`src/logic/timer_pkg.sv`:
```
package timer_pkg;
   localparam int NUM_CH = 3;
   localparam int CNT_W = 16;
   localparam int CTRL_W = 8;
   // register select codes on the internal bus
   localparam logic [1:0] SEL_CTRL = 2'h0;
   localparam logic [1:0] SEL_REG_A = 2'h1;
   localparam logic [1:0] SEL_REG_B = 2'h2;
   localparam logic [1:0] SEL_COUNT = 2'h3;
   // reset values
   localparam logic [CNT_W-1:0] GEN_RESET = 16'hFFFF;
   localparam logic [CTRL_W-1:0] CTRL_RESET = 8'h80;
   localparam logic [CNT_W-1:0] COUNT_ZERO = 16'h0000;
   localparam logic [CNT_W-1:0] COUNT_ONE = 16'h0001;
   localparam logic [CTRL_W-1:0] CTRL_FIXED = 8'h80;
   // counter control field positions
   localparam int RSV_BIT = 7;
   localparam int CLR_HI = 6;
   localparam int CLR_LO = 5;
   localparam int EDGE_HI = 4;
   localparam int EDGE_LO = 3;
   localparam int SRC_HI = 2;
   localparam int SRC_LO = 0;
   localparam int PHASE_CH = 2;
   // clear select codes
   localparam logic [1:0] CLR_NONE = 2'h0;
   localparam logic [1:0] CLR_ON_A = 2'h1;
   localparam logic [1:0] CLR_ON_B = 2'h2;
   localparam logic [1:0] CLR_SYNC = 2'h3;
   // edge select codes
   localparam logic [1:0] EDGE_RISE = 2'h0;
   localparam logic [1:0] EDGE_FALL = 2'h1;
   // capture edge codes (from io control)
   localparam logic [1:0] CAP_RISE = 2'h0;
   localparam logic [1:0] CAP_FALL = 2'h1;
   // prescale divider width
   localparam int DIV_W = 3;

   // bus request from the cpu side
   typedef struct packed {
      logic                 rd;
      logic                 wr;
      logic [1:0]           ch;
      logic [1:0]           sel;
      logic [1:0]           be;   // bit1 upper byte, bit0 lower byte
      logic [CNT_W-1:0]     wdata;
   } bus_req_t;

   // per-channel settings from the neighbouring control logic
   typedef struct packed {
      logic                 capture_a;
      logic                 capture_b;
      logic [1:0]           cap_edge_a;
      logic [1:0]           cap_edge_b;
      logic                 pwm_mode;
      logic                 sync_clear;
   } ch_cfg_t;
endpackage

```
`src/logic/edge_detect.sv`:
```
// registered copy of a level plus rise / fall pulses
module edge_detect
   import timer_pkg::*;
(
   // clock and reset
   input  wire logic mclk,
   input  wire logic resetn,
   // level in, edges out
   input  wire logic level,
   output logic      rise,
   output logic      fall
);
   logic last_q;
   logic last_d;

   // next previous-sample value
   always_comb begin
      last_d = level;
   end

   // sample register
   always_ff @(posedge mclk or negedge resetn) begin
      if (!resetn) begin
         last_q <= 1'b0;
      end else begin
         last_q <= last_d;
      end
   end

   // edges against the previous sample
   assign rise = level & ~last_q;
   assign fall = ~level & last_q;
endmodule

```
`src/logic/timer_core.sv`:
```
module timer_core
   import timer_pkg::*;
(
   // clock and reset
   input  wire logic                       mclk,
   input  wire logic                       resetn,
   input  wire logic                       standby,
   // cpu bus
   input  wire bus_req_t                   bus_req,
   output logic [CNT_W-1:0]                rdata_q,
   // external clocks and capture inputs
   input  wire logic [3:0]                 ext_clock,
   input  wire logic [NUM_CH-1:0]          capture_in_a,
   input  wire logic [NUM_CH-1:0]          capture_in_b,
   // neighbouring control settings
   input  wire ch_cfg_t [NUM_CH-1:0]       ch_cfg,
   input  wire logic                       phase_count_enable,
   input  wire logic                       phase_step,
   input  wire logic                       phase_up,
   // events and state
   output logic [NUM_CH-1:0]               match_flag_a_q,
   output logic [NUM_CH-1:0]               match_flag_b_q,
   output logic [NUM_CH-1:0]               count_clear_q,
   output logic [NUM_CH*CNT_W-1:0]         channel_counter_q
);
   // internal prescaler and ext clock edges
   logic [DIV_W-1:0] div_q;
   logic [DIV_W-1:0] div_d;
   logic [3:0]       ext_rise;
   logic [3:0]       ext_fall;
   logic [DIV_W:0]   int_fall;

   // free running divider for internal sources
   always_comb begin
      div_d = div_q + 3'h1;
   end

   always_ff @(posedge mclk or negedge resetn) begin
      if (!resetn) begin
         div_q <= '0;
      end else begin
         div_q <= div_d;
      end
   end

   // falling edge of phi/2^n: the tick where bits below all wrap
   always_comb begin
      int_fall[0] = 1'b1;
      int_fall[1] = div_q[0];
      int_fall[2] = &div_q[1:0];
      int_fall[3] = &div_q[2:0];
   end

   // external clock edge detectors
   genvar e;
   generate
      for (e = 0; e < 4; e++) begin : g_ext
         edge_detect u_edge (
            .mclk   (mclk),
            .resetn (resetn),
            .level  (ext_clock[e]),
            .rise   (ext_rise[e]),
            .fall   (ext_fall[e])
         );
      end
   endgenerate

   // read mux inputs per channel
   logic [CNT_W-1:0]  ctrl_rd   [NUM_CH];
   logic [CNT_W-1:0]  reg_a_rd  [NUM_CH];
   logic [CNT_W-1:0]  reg_b_rd  [NUM_CH];
   logic [CNT_W-1:0]  count_rd  [NUM_CH];

   genvar c;
   generate
      for (c = 0; c < NUM_CH; c++) begin : g_ch
         logic [CTRL_W-1:0] ctrl_q;
         logic [CTRL_W-1:0] ctrl_d;
         logic [CNT_W-1:0]  reg_a_q;
         logic [CNT_W-1:0]  reg_a_d;
         logic [CNT_W-1:0]  reg_b_q;
         logic [CNT_W-1:0]  reg_b_d;
         logic [CNT_W-1:0]  cnt_q;
         logic [CNT_W-1:0]  cnt_d;
         logic              fa_q;
         logic              fa_d;
         logic              fb_q;
         logic              fb_d;
         logic              clr_q;
         logic              clr_d;
         logic              cap_a_rise;
         logic              cap_a_fall;
         logic              cap_b_rise;
         logic              cap_b_fall;
         logic              use_cap_a;
         logic              use_cap_b;
         logic              hit_a;
         logic              hit_b;
         logic              cap_a;
         logic              cap_b;
         logic              tick;
         logic              cnt_wr;
         logic              phase;
         logic              clear;
         logic              sel_ch;
         logic [1:0]        clr_sel;
         logic [1:0]        edge_sel;
         logic [2:0]        src;

         edge_detect u_cap_a (
            .mclk   (mclk),
            .resetn (resetn),
            .level  (capture_in_a[c]),
            .rise   (cap_a_rise),
            .fall   (cap_a_fall)
         );

         edge_detect u_cap_b (
            .mclk   (mclk),
            .resetn (resetn),
            .level  (capture_in_b[c]),
            .rise   (cap_b_rise),
            .fall   (cap_b_fall)
         );

         // field decode and event sources
         always_comb begin
            sel_ch   = (bus_req.ch == 2'(c));
            clr_sel  = ctrl_q[CLR_HI:CLR_LO];
            edge_sel = ctrl_q[EDGE_HI:EDGE_LO];
            src      = ctrl_q[SRC_HI:SRC_LO];
            // pwm forces compare use of both registers
            use_cap_a = ch_cfg[c].capture_a & ~ch_cfg[c].pwm_mode;
            use_cap_b = ch_cfg[c].capture_b & ~ch_cfg[c].pwm_mode;
            // capture edge selection from io control inputs
            case (ch_cfg[c].cap_edge_a)
               CAP_RISE: cap_a = cap_a_rise;
               CAP_FALL: cap_a = cap_a_fall;
               default:  cap_a = cap_a_rise | cap_a_fall;
            endcase
            case (ch_cfg[c].cap_edge_b)
               CAP_RISE: cap_b = cap_b_rise;
               CAP_FALL: cap_b = cap_b_fall;
               default:  cap_b = cap_b_rise | cap_b_fall;
            endcase
            cap_a = cap_a & use_cap_a;
            cap_b = cap_b & use_cap_b;
            hit_a = ~use_cap_a & (cnt_q == reg_a_q);
            hit_b = ~use_cap_b & (cnt_q == reg_b_q);
            // count source select
            if (src[SRC_HI]) begin
               case (edge_sel)
                  EDGE_RISE: tick = ext_rise[src[1:0]];
                  EDGE_FALL: tick = ext_fall[src[1:0]];
                  default:   tick = ext_rise[src[1:0]] | ext_fall[src[1:0]];
               endcase
            end else begin
               tick = int_fall[src[1:0]];
            end
            phase = (c == PHASE_CH) && phase_count_enable;
            if (phase) begin
               tick = phase_step;
            end
            case (clr_sel)
               CLR_NONE: clear = 1'b0;
               CLR_ON_A: clear = hit_a | cap_a;
               CLR_ON_B: clear = hit_b | cap_b;
               CLR_SYNC: clear = ch_cfg[c].sync_clear;
               default:  clear = 1'b0;
            endcase
         end

         // next register values, bus write then hardware event
         always_comb begin
            ctrl_d  = ctrl_q;
            reg_a_d = reg_a_q;
            reg_b_d = reg_b_q;
            cnt_d   = cnt_q;
            clr_d   = clear;
            // a bus write to the counter wins over a count tick
            cnt_wr  = bus_req.wr && sel_ch && (bus_req.sel == SEL_COUNT)
                      && (|bus_req.be);
            if (bus_req.wr && sel_ch) begin
               case (bus_req.sel)
                  SEL_CTRL: begin
                     if (bus_req.be[0]) begin
                        ctrl_d = bus_req.wdata[CTRL_W-1:0] | CTRL_FIXED;
                     end
                  end
                  SEL_REG_A: begin
                     if (bus_req.be[1]) reg_a_d[15:8] = bus_req.wdata[15:8];
                     if (bus_req.be[0]) reg_a_d[7:0] = bus_req.wdata[7:0];
                  end
                  SEL_REG_B: begin
                     if (bus_req.be[1]) reg_b_d[15:8] = bus_req.wdata[15:8];
                     if (bus_req.be[0]) reg_b_d[7:0] = bus_req.wdata[7:0];
                  end
                  SEL_COUNT: begin
                     if (bus_req.be[1]) cnt_d[15:8] = bus_req.wdata[15:8];
                     if (bus_req.be[0]) cnt_d[7:0] = bus_req.wdata[7:0];
                  end
                  default: ;
               endcase
            end
            if (cap_a) reg_a_d = cnt_q;
            if (cap_b) reg_b_d = cnt_q;
            if (clear) begin
               cnt_d = COUNT_ZERO;
            end else if (tick && !cnt_wr) begin
               if (phase && !phase_up) cnt_d = cnt_q - COUNT_ONE;
               else cnt_d = cnt_q + COUNT_ONE;
            end
            fa_d = hit_a | cap_a;
            fb_d = hit_b | cap_b;
            if (standby) begin
               ctrl_d  = CTRL_RESET;
               reg_a_d = GEN_RESET;
               reg_b_d = GEN_RESET;
               cnt_d   = COUNT_ZERO;
               fa_d    = 1'b0;
               fb_d    = 1'b0;
               clr_d   = 1'b0;
            end
         end

         // channel state registers
         always_ff @(posedge mclk or negedge resetn) begin
            if (!resetn) begin
               ctrl_q  <= CTRL_RESET;
               reg_a_q <= GEN_RESET;
               reg_b_q <= GEN_RESET;
               cnt_q   <= COUNT_ZERO;
               fa_q    <= 1'b0;
               fb_q    <= 1'b0;
               clr_q   <= 1'b0;
            end else begin
               ctrl_q  <= ctrl_d;
               reg_a_q <= reg_a_d;
               reg_b_q <= reg_b_d;
               cnt_q   <= cnt_d;
               fa_q    <= fa_d;
               fb_q    <= fb_d;
               clr_q   <= clr_d;
            end
         end

         // read values and event outputs
         assign ctrl_rd[c]  = {8'h00, ctrl_q | CTRL_FIXED};
         assign reg_a_rd[c] = reg_a_q;
         assign reg_b_rd[c] = reg_b_q;
         assign count_rd[c] = cnt_q;
         assign match_flag_a_q[c] = fa_q;
         assign match_flag_b_q[c] = fb_q;
         assign count_clear_q[c]  = clr_q;
         assign channel_counter_q[c*CNT_W +: CNT_W] = cnt_q;
      end
   endgenerate

   // registered read data, unselected lanes and bad channel read zero
   logic [CNT_W-1:0] rdata_d;
   logic [CNT_W-1:0] word;
   always_comb begin
      word = '0;
      if (bus_req.ch < 2'(NUM_CH)) begin
         case (bus_req.sel)
            SEL_CTRL:  word = ctrl_rd[bus_req.ch];
            SEL_REG_A: word = reg_a_rd[bus_req.ch];
            SEL_REG_B: word = reg_b_rd[bus_req.ch];
            SEL_COUNT: word = count_rd[bus_req.ch];
            default:   word = '0;
         endcase
      end
      rdata_d = rdata_q;
      if (bus_req.rd) begin
         rdata_d = {bus_req.be[1] ? word[15:8] : 8'h00,
                    bus_req.be[0] ? word[7:0] : 8'h00};
      end
   end

   always_ff @(posedge mclk or negedge resetn) begin
      if (!resetn) begin
         rdata_q <= '0;
      end else begin
         rdata_q <= rdata_d;
      end
   end
endmodule

```
`config.mk`:
```
export PLATFORM = sky130hd
export DESIGN_NAME = timer_core
export DESIGN_NICKNAME = d
export VERILOG_FILES = /design/src/logic/timer_pkg.sv /design/src/logic/edge_detect.sv /design/src/logic/timer_core.sv
export SDC_FILE = /design/constraint.sdc
export NUM_CORES = 1
export LEC_CHECK = 0
export ABC_AREA = 0
export BUFFER_PORTS_ARGS = -buffer_cell sky130_fd_sc_hd__buf_2
export CORE_MARGIN = 2
export CORE_UTILIZATION = 65
export CTS_BUF_LIST = sky130_fd_sc_hd__clkbuf_8 sky130_fd_sc_hd__clkbuf_16
export CTS_CLUSTER_SIZE = 12
export DETAILED_ROUTE_END_ITERATION = 8
export PLACE_DENSITY = 0.86
export SYNTH_ARGS = -nofsm -noshare
export SYNTH_HDL_FRONTEND = slang
export SYNTH_SLANG_ARGS = --single-unit
```
`constraint.sdc`:
```
create_clock -name mclk -period 6.13 [get_ports mclk]
set_input_delay 1.226 -clock mclk [delete_from_list [all_inputs] [get_ports mclk]]
set_output_delay 1.226 -clock mclk [all_outputs]
set_load 0.03 [all_outputs]
```
==> flow_metrics.tcl <==
set metrics [dict create \
    yosys-mux-area-fraction_pct 13.7 \
    antenna_found_initial 0 \
    vias 13400 \
    ys_types 77 \
    synth_top_family_by_area "compound AO/OA/AOI/OAI gates" \
    first_pass_iters 6 \
    skew_ns 0.00749 \
    dpl-instance-area_um2 14700 \
    worstSetupStartpointType "primary input" \
    fin_nets 1713 \
    period_share_pct 62.2 \
    arrival_ns 4.24 \
    drt_iter0_markers 1839 \
    drtAntennaViolNets 0 \
    wl_um 46700 \
    avgSynthCellArea_um2 8.75 \
    max_stage_delay_ns 0.71 \
    crit_chain "buf_2, o211ai_1, o21ai_0, a31oi_1, or4b_1, buf_4, nand2b_1, nor2_1, a2bb2oi_1" \
    cp_num_buf_inv 2 \
    crit_family "simple AND/OR/NAND/NOR gates" \
    clock.fmax_mhz 262 \
    overflow 0 \
    antenna-diode-count 0 \
    cts_sinks 203 \
    vias_per_cell 6.95 \
    synth_simple_gate_area_share_pct 16.2 \
    cts_max_path_buffers 3 \
    synth_area_leader_cell "dfrtp_1" \
    power.density_nw_per_um2 266 \
    start_util_pct 65.5 \
    synth.area.top_cells "dfrtp_1, dfstp_2, mux2i_1" \
    post-route-min-period_ns 3.81 \
    ff_latch_area_um2 5200 \
    std_cell_rows 54 \
    clk_latency_ns 0.52 \
    hold_class "register to register" \
    synthFlopType "dfrtp_1" \
    final-setup-viol-count 0 \
    cts_root_buf "clkbuf_16" \
    yosysTopAreaCellShare_pct 18.9 \
    ys_seq_elements 203 \
    slew-limit-headroom_pct 18.7 \
    synth_edf_count 0 \
    cts_max_level 1 \
    crit_type "primary input to register" \
    ioPinCount 137 \
    power_leakage_nw 7.00 \
    seq_area_frac_synth_pct 36.7 \
    grt_pass1_wl_um 70400 \
    design_area_um2 15400 \
    setup-tns-final_ns 0 \
    fp.dieH_um 152 \
    dieArea_um2 23000 \
    core_area_um2 21600 \
    max_cap_viol_count 0 \
    ys_warn_count 0 \
    cts_tree "done" \
    hpwl_um 32500 \
    port_buffers 136 \
    synth_compound_area_share_pct 18.4 \
    final-hold-violation-count 0 \
    synthesis.nets 1702 \
    total_power_mw 4.10 \
    whs_ns 0.468 \
    cp-end-kind "register" \
    path_max_fanout 34 \
    crit_slowest_cell "or4b_1" \
    clkTransAtPathRegs_ns 0.06 \
    rsz0062_at_grt "no" \
    outcome "complete, no violations" \
    syn_area_um2 14200 \
    grt_max_degree 92 \
    post-route-drc-count 0 \
    holdBufCountCts 0 \
    peakVddDrop_mv 0.242 \
    gp_congestion 1.02 \
    synthArstFlopShare_pct 100 \
    synth_xor_area_share_pct 6.80 \
    cts_resized 0 \
    cts_made_buffers 23 \
    tightest_slew_ns 1.21 \
    cts_setup_buffers 0 \
    globalRouteTotalUtil_pct 40.1 \
    wl_per_cell_um 24.3 \
    fillCellCount 1713 \
    maxSlewViolCount 0 \
    die_x_um 152 \
    syn_to_final_growth_pct 8.68 \
    drive_gt1_share_pct 19.2 \
    synth_fa_ha_area_share_pct 1.68 \
    grt_pass1_vias 12200 \
    multi_input_area_um2 8070 \
    cp.required_ns 6.55 \
    syn_inst 1619 \
]
==> state kept, by name (all words and copies together), names as in the netlist <==
signal and flops:
div_q 3, g_ch.fb_q 3, g_ch.ctrl_q 21, g_ch.reg_b_q 48, g_ext.u_edge.last_q 4, g_ch.u_cap_b.last_q 3
g_ch.reg_a_q 48, g_ch.cnt_q 48, g_ch.clr_q 3, g_ch.fa_q 3, g_ch.u_cap_a.last_q 3, rdata_q 16
==> synthesized netlist by cell type (all sizes together) (25+ instances only) <==
cell	count
inv	48
a211oi	25
mux2i	162
nand3	48
buf	66
a21oi	79
dfstp	96
dfrtp	107
nor2	181
o21ai	61
xor2	53
xnor2	57
nand2	103
clkbuf	106
a31oi	112
==> per-stage QoR <==
| stage | worst slack (ns) | utilization, % | cells |
|---|---|---|---|
| after floorplan | 2.78 | - | 1619 |
| after global placement | 2.03 | 67.8 | 1885 |
| after detailed placement | 1.91 | 67.8 | 1885 |
| after CTS | 2.43 | 71.2 | 1926 |
| after global routing | 2.21 | 71.2 | 1926 |
| final | 2.32 | 71.2 | 1926 |
==> worst register-to-register path, cell delays in order (launching register included) <==
cell and delay, ns:
dfrtp_1 0.43, ha_1 0.27, or4b_1 0.54, o21ai_0 0.10
a31oi_1 0.06, or4b_1 0.71, buf_4 0.35, nand2b_1 0.10
nor2_1 0.41, a2bb2oi_1 0.26
==> worst paths after layout <==
path                              from           endpoint  slack [ns]  cells past startpoint
hold reg to reg               div_q[1]           div_q[1]        0.47                      1
hold / removal                div_q[1]           div_q[1]        0.47                      1
min in group asynchronous       resetn       g_ch[2].fb_q        0.77                      1
setup reg to reg              div_q[0]  g_ch[0].cnt_q[13]        2.81                      9
max in group asynchronous       resetn  g_ch[1].cnt_q[12]        4.07                      2
setup / recovery           bus_req[19]  g_ch[0].cnt_q[13]        2.32                      9
==> cell usage in the layout, fill, tap and decap left out, types with 24 or more instances in the layout <==
cell and instances:
dfstp_2 96, buf_2 135, a31oi_1 112, dfrtp_1 107
a21oi_1 79, nor2_1 181, clkbuf_16 25, xor2_1 53
nand2_1 103, mux2i_1 162, xnor2_1 57, a211oi_1 24
inv_1 52, nand3_1 48, o21ai_0 39
==> layout make-up <==
type,count,share of cell area [%]
multi-input combinational,1196,52.4
sequential,203,33.8
timing repair buffer,158,5.55
clock buffer,30,4.51
tap,280,2.28
inverter,48,1.18
clock inverter,11,0.309
==> cells by family after synthesis <==
group / after synthesis
compound gates: 402
xor+xnor: 110
buf+inv: 220
fa+ha+maj: 19
mux: 179
simple gates: 486
flops: 203
==> power by group <==
part           leakage, nW  switching [mW]  internal [mW]
registers             2.44           0.255           1.52
logic                 4.17           0.603          0.360
clock network        0.396           0.576          0.790
==> routing by layer <==
| layer | vias up | global-route usage, % | share of wire [%] | wire [µm] |
|---|---|---|---|---|
| li1 | 5860 | - | - | - |
| met1 | 6414 | 57.6 | 39 | 18300 |
| met2 | 925 | 57.3 | 43 | 19900 |
| met3 | 191 | 7.87 | 12 | 5740 |
| met4 | 0 | 21.4 | 6.0 | 2790 |
| met5 | - | 0 | 0 | 0 |
Power figures use the tool's default switching activity.
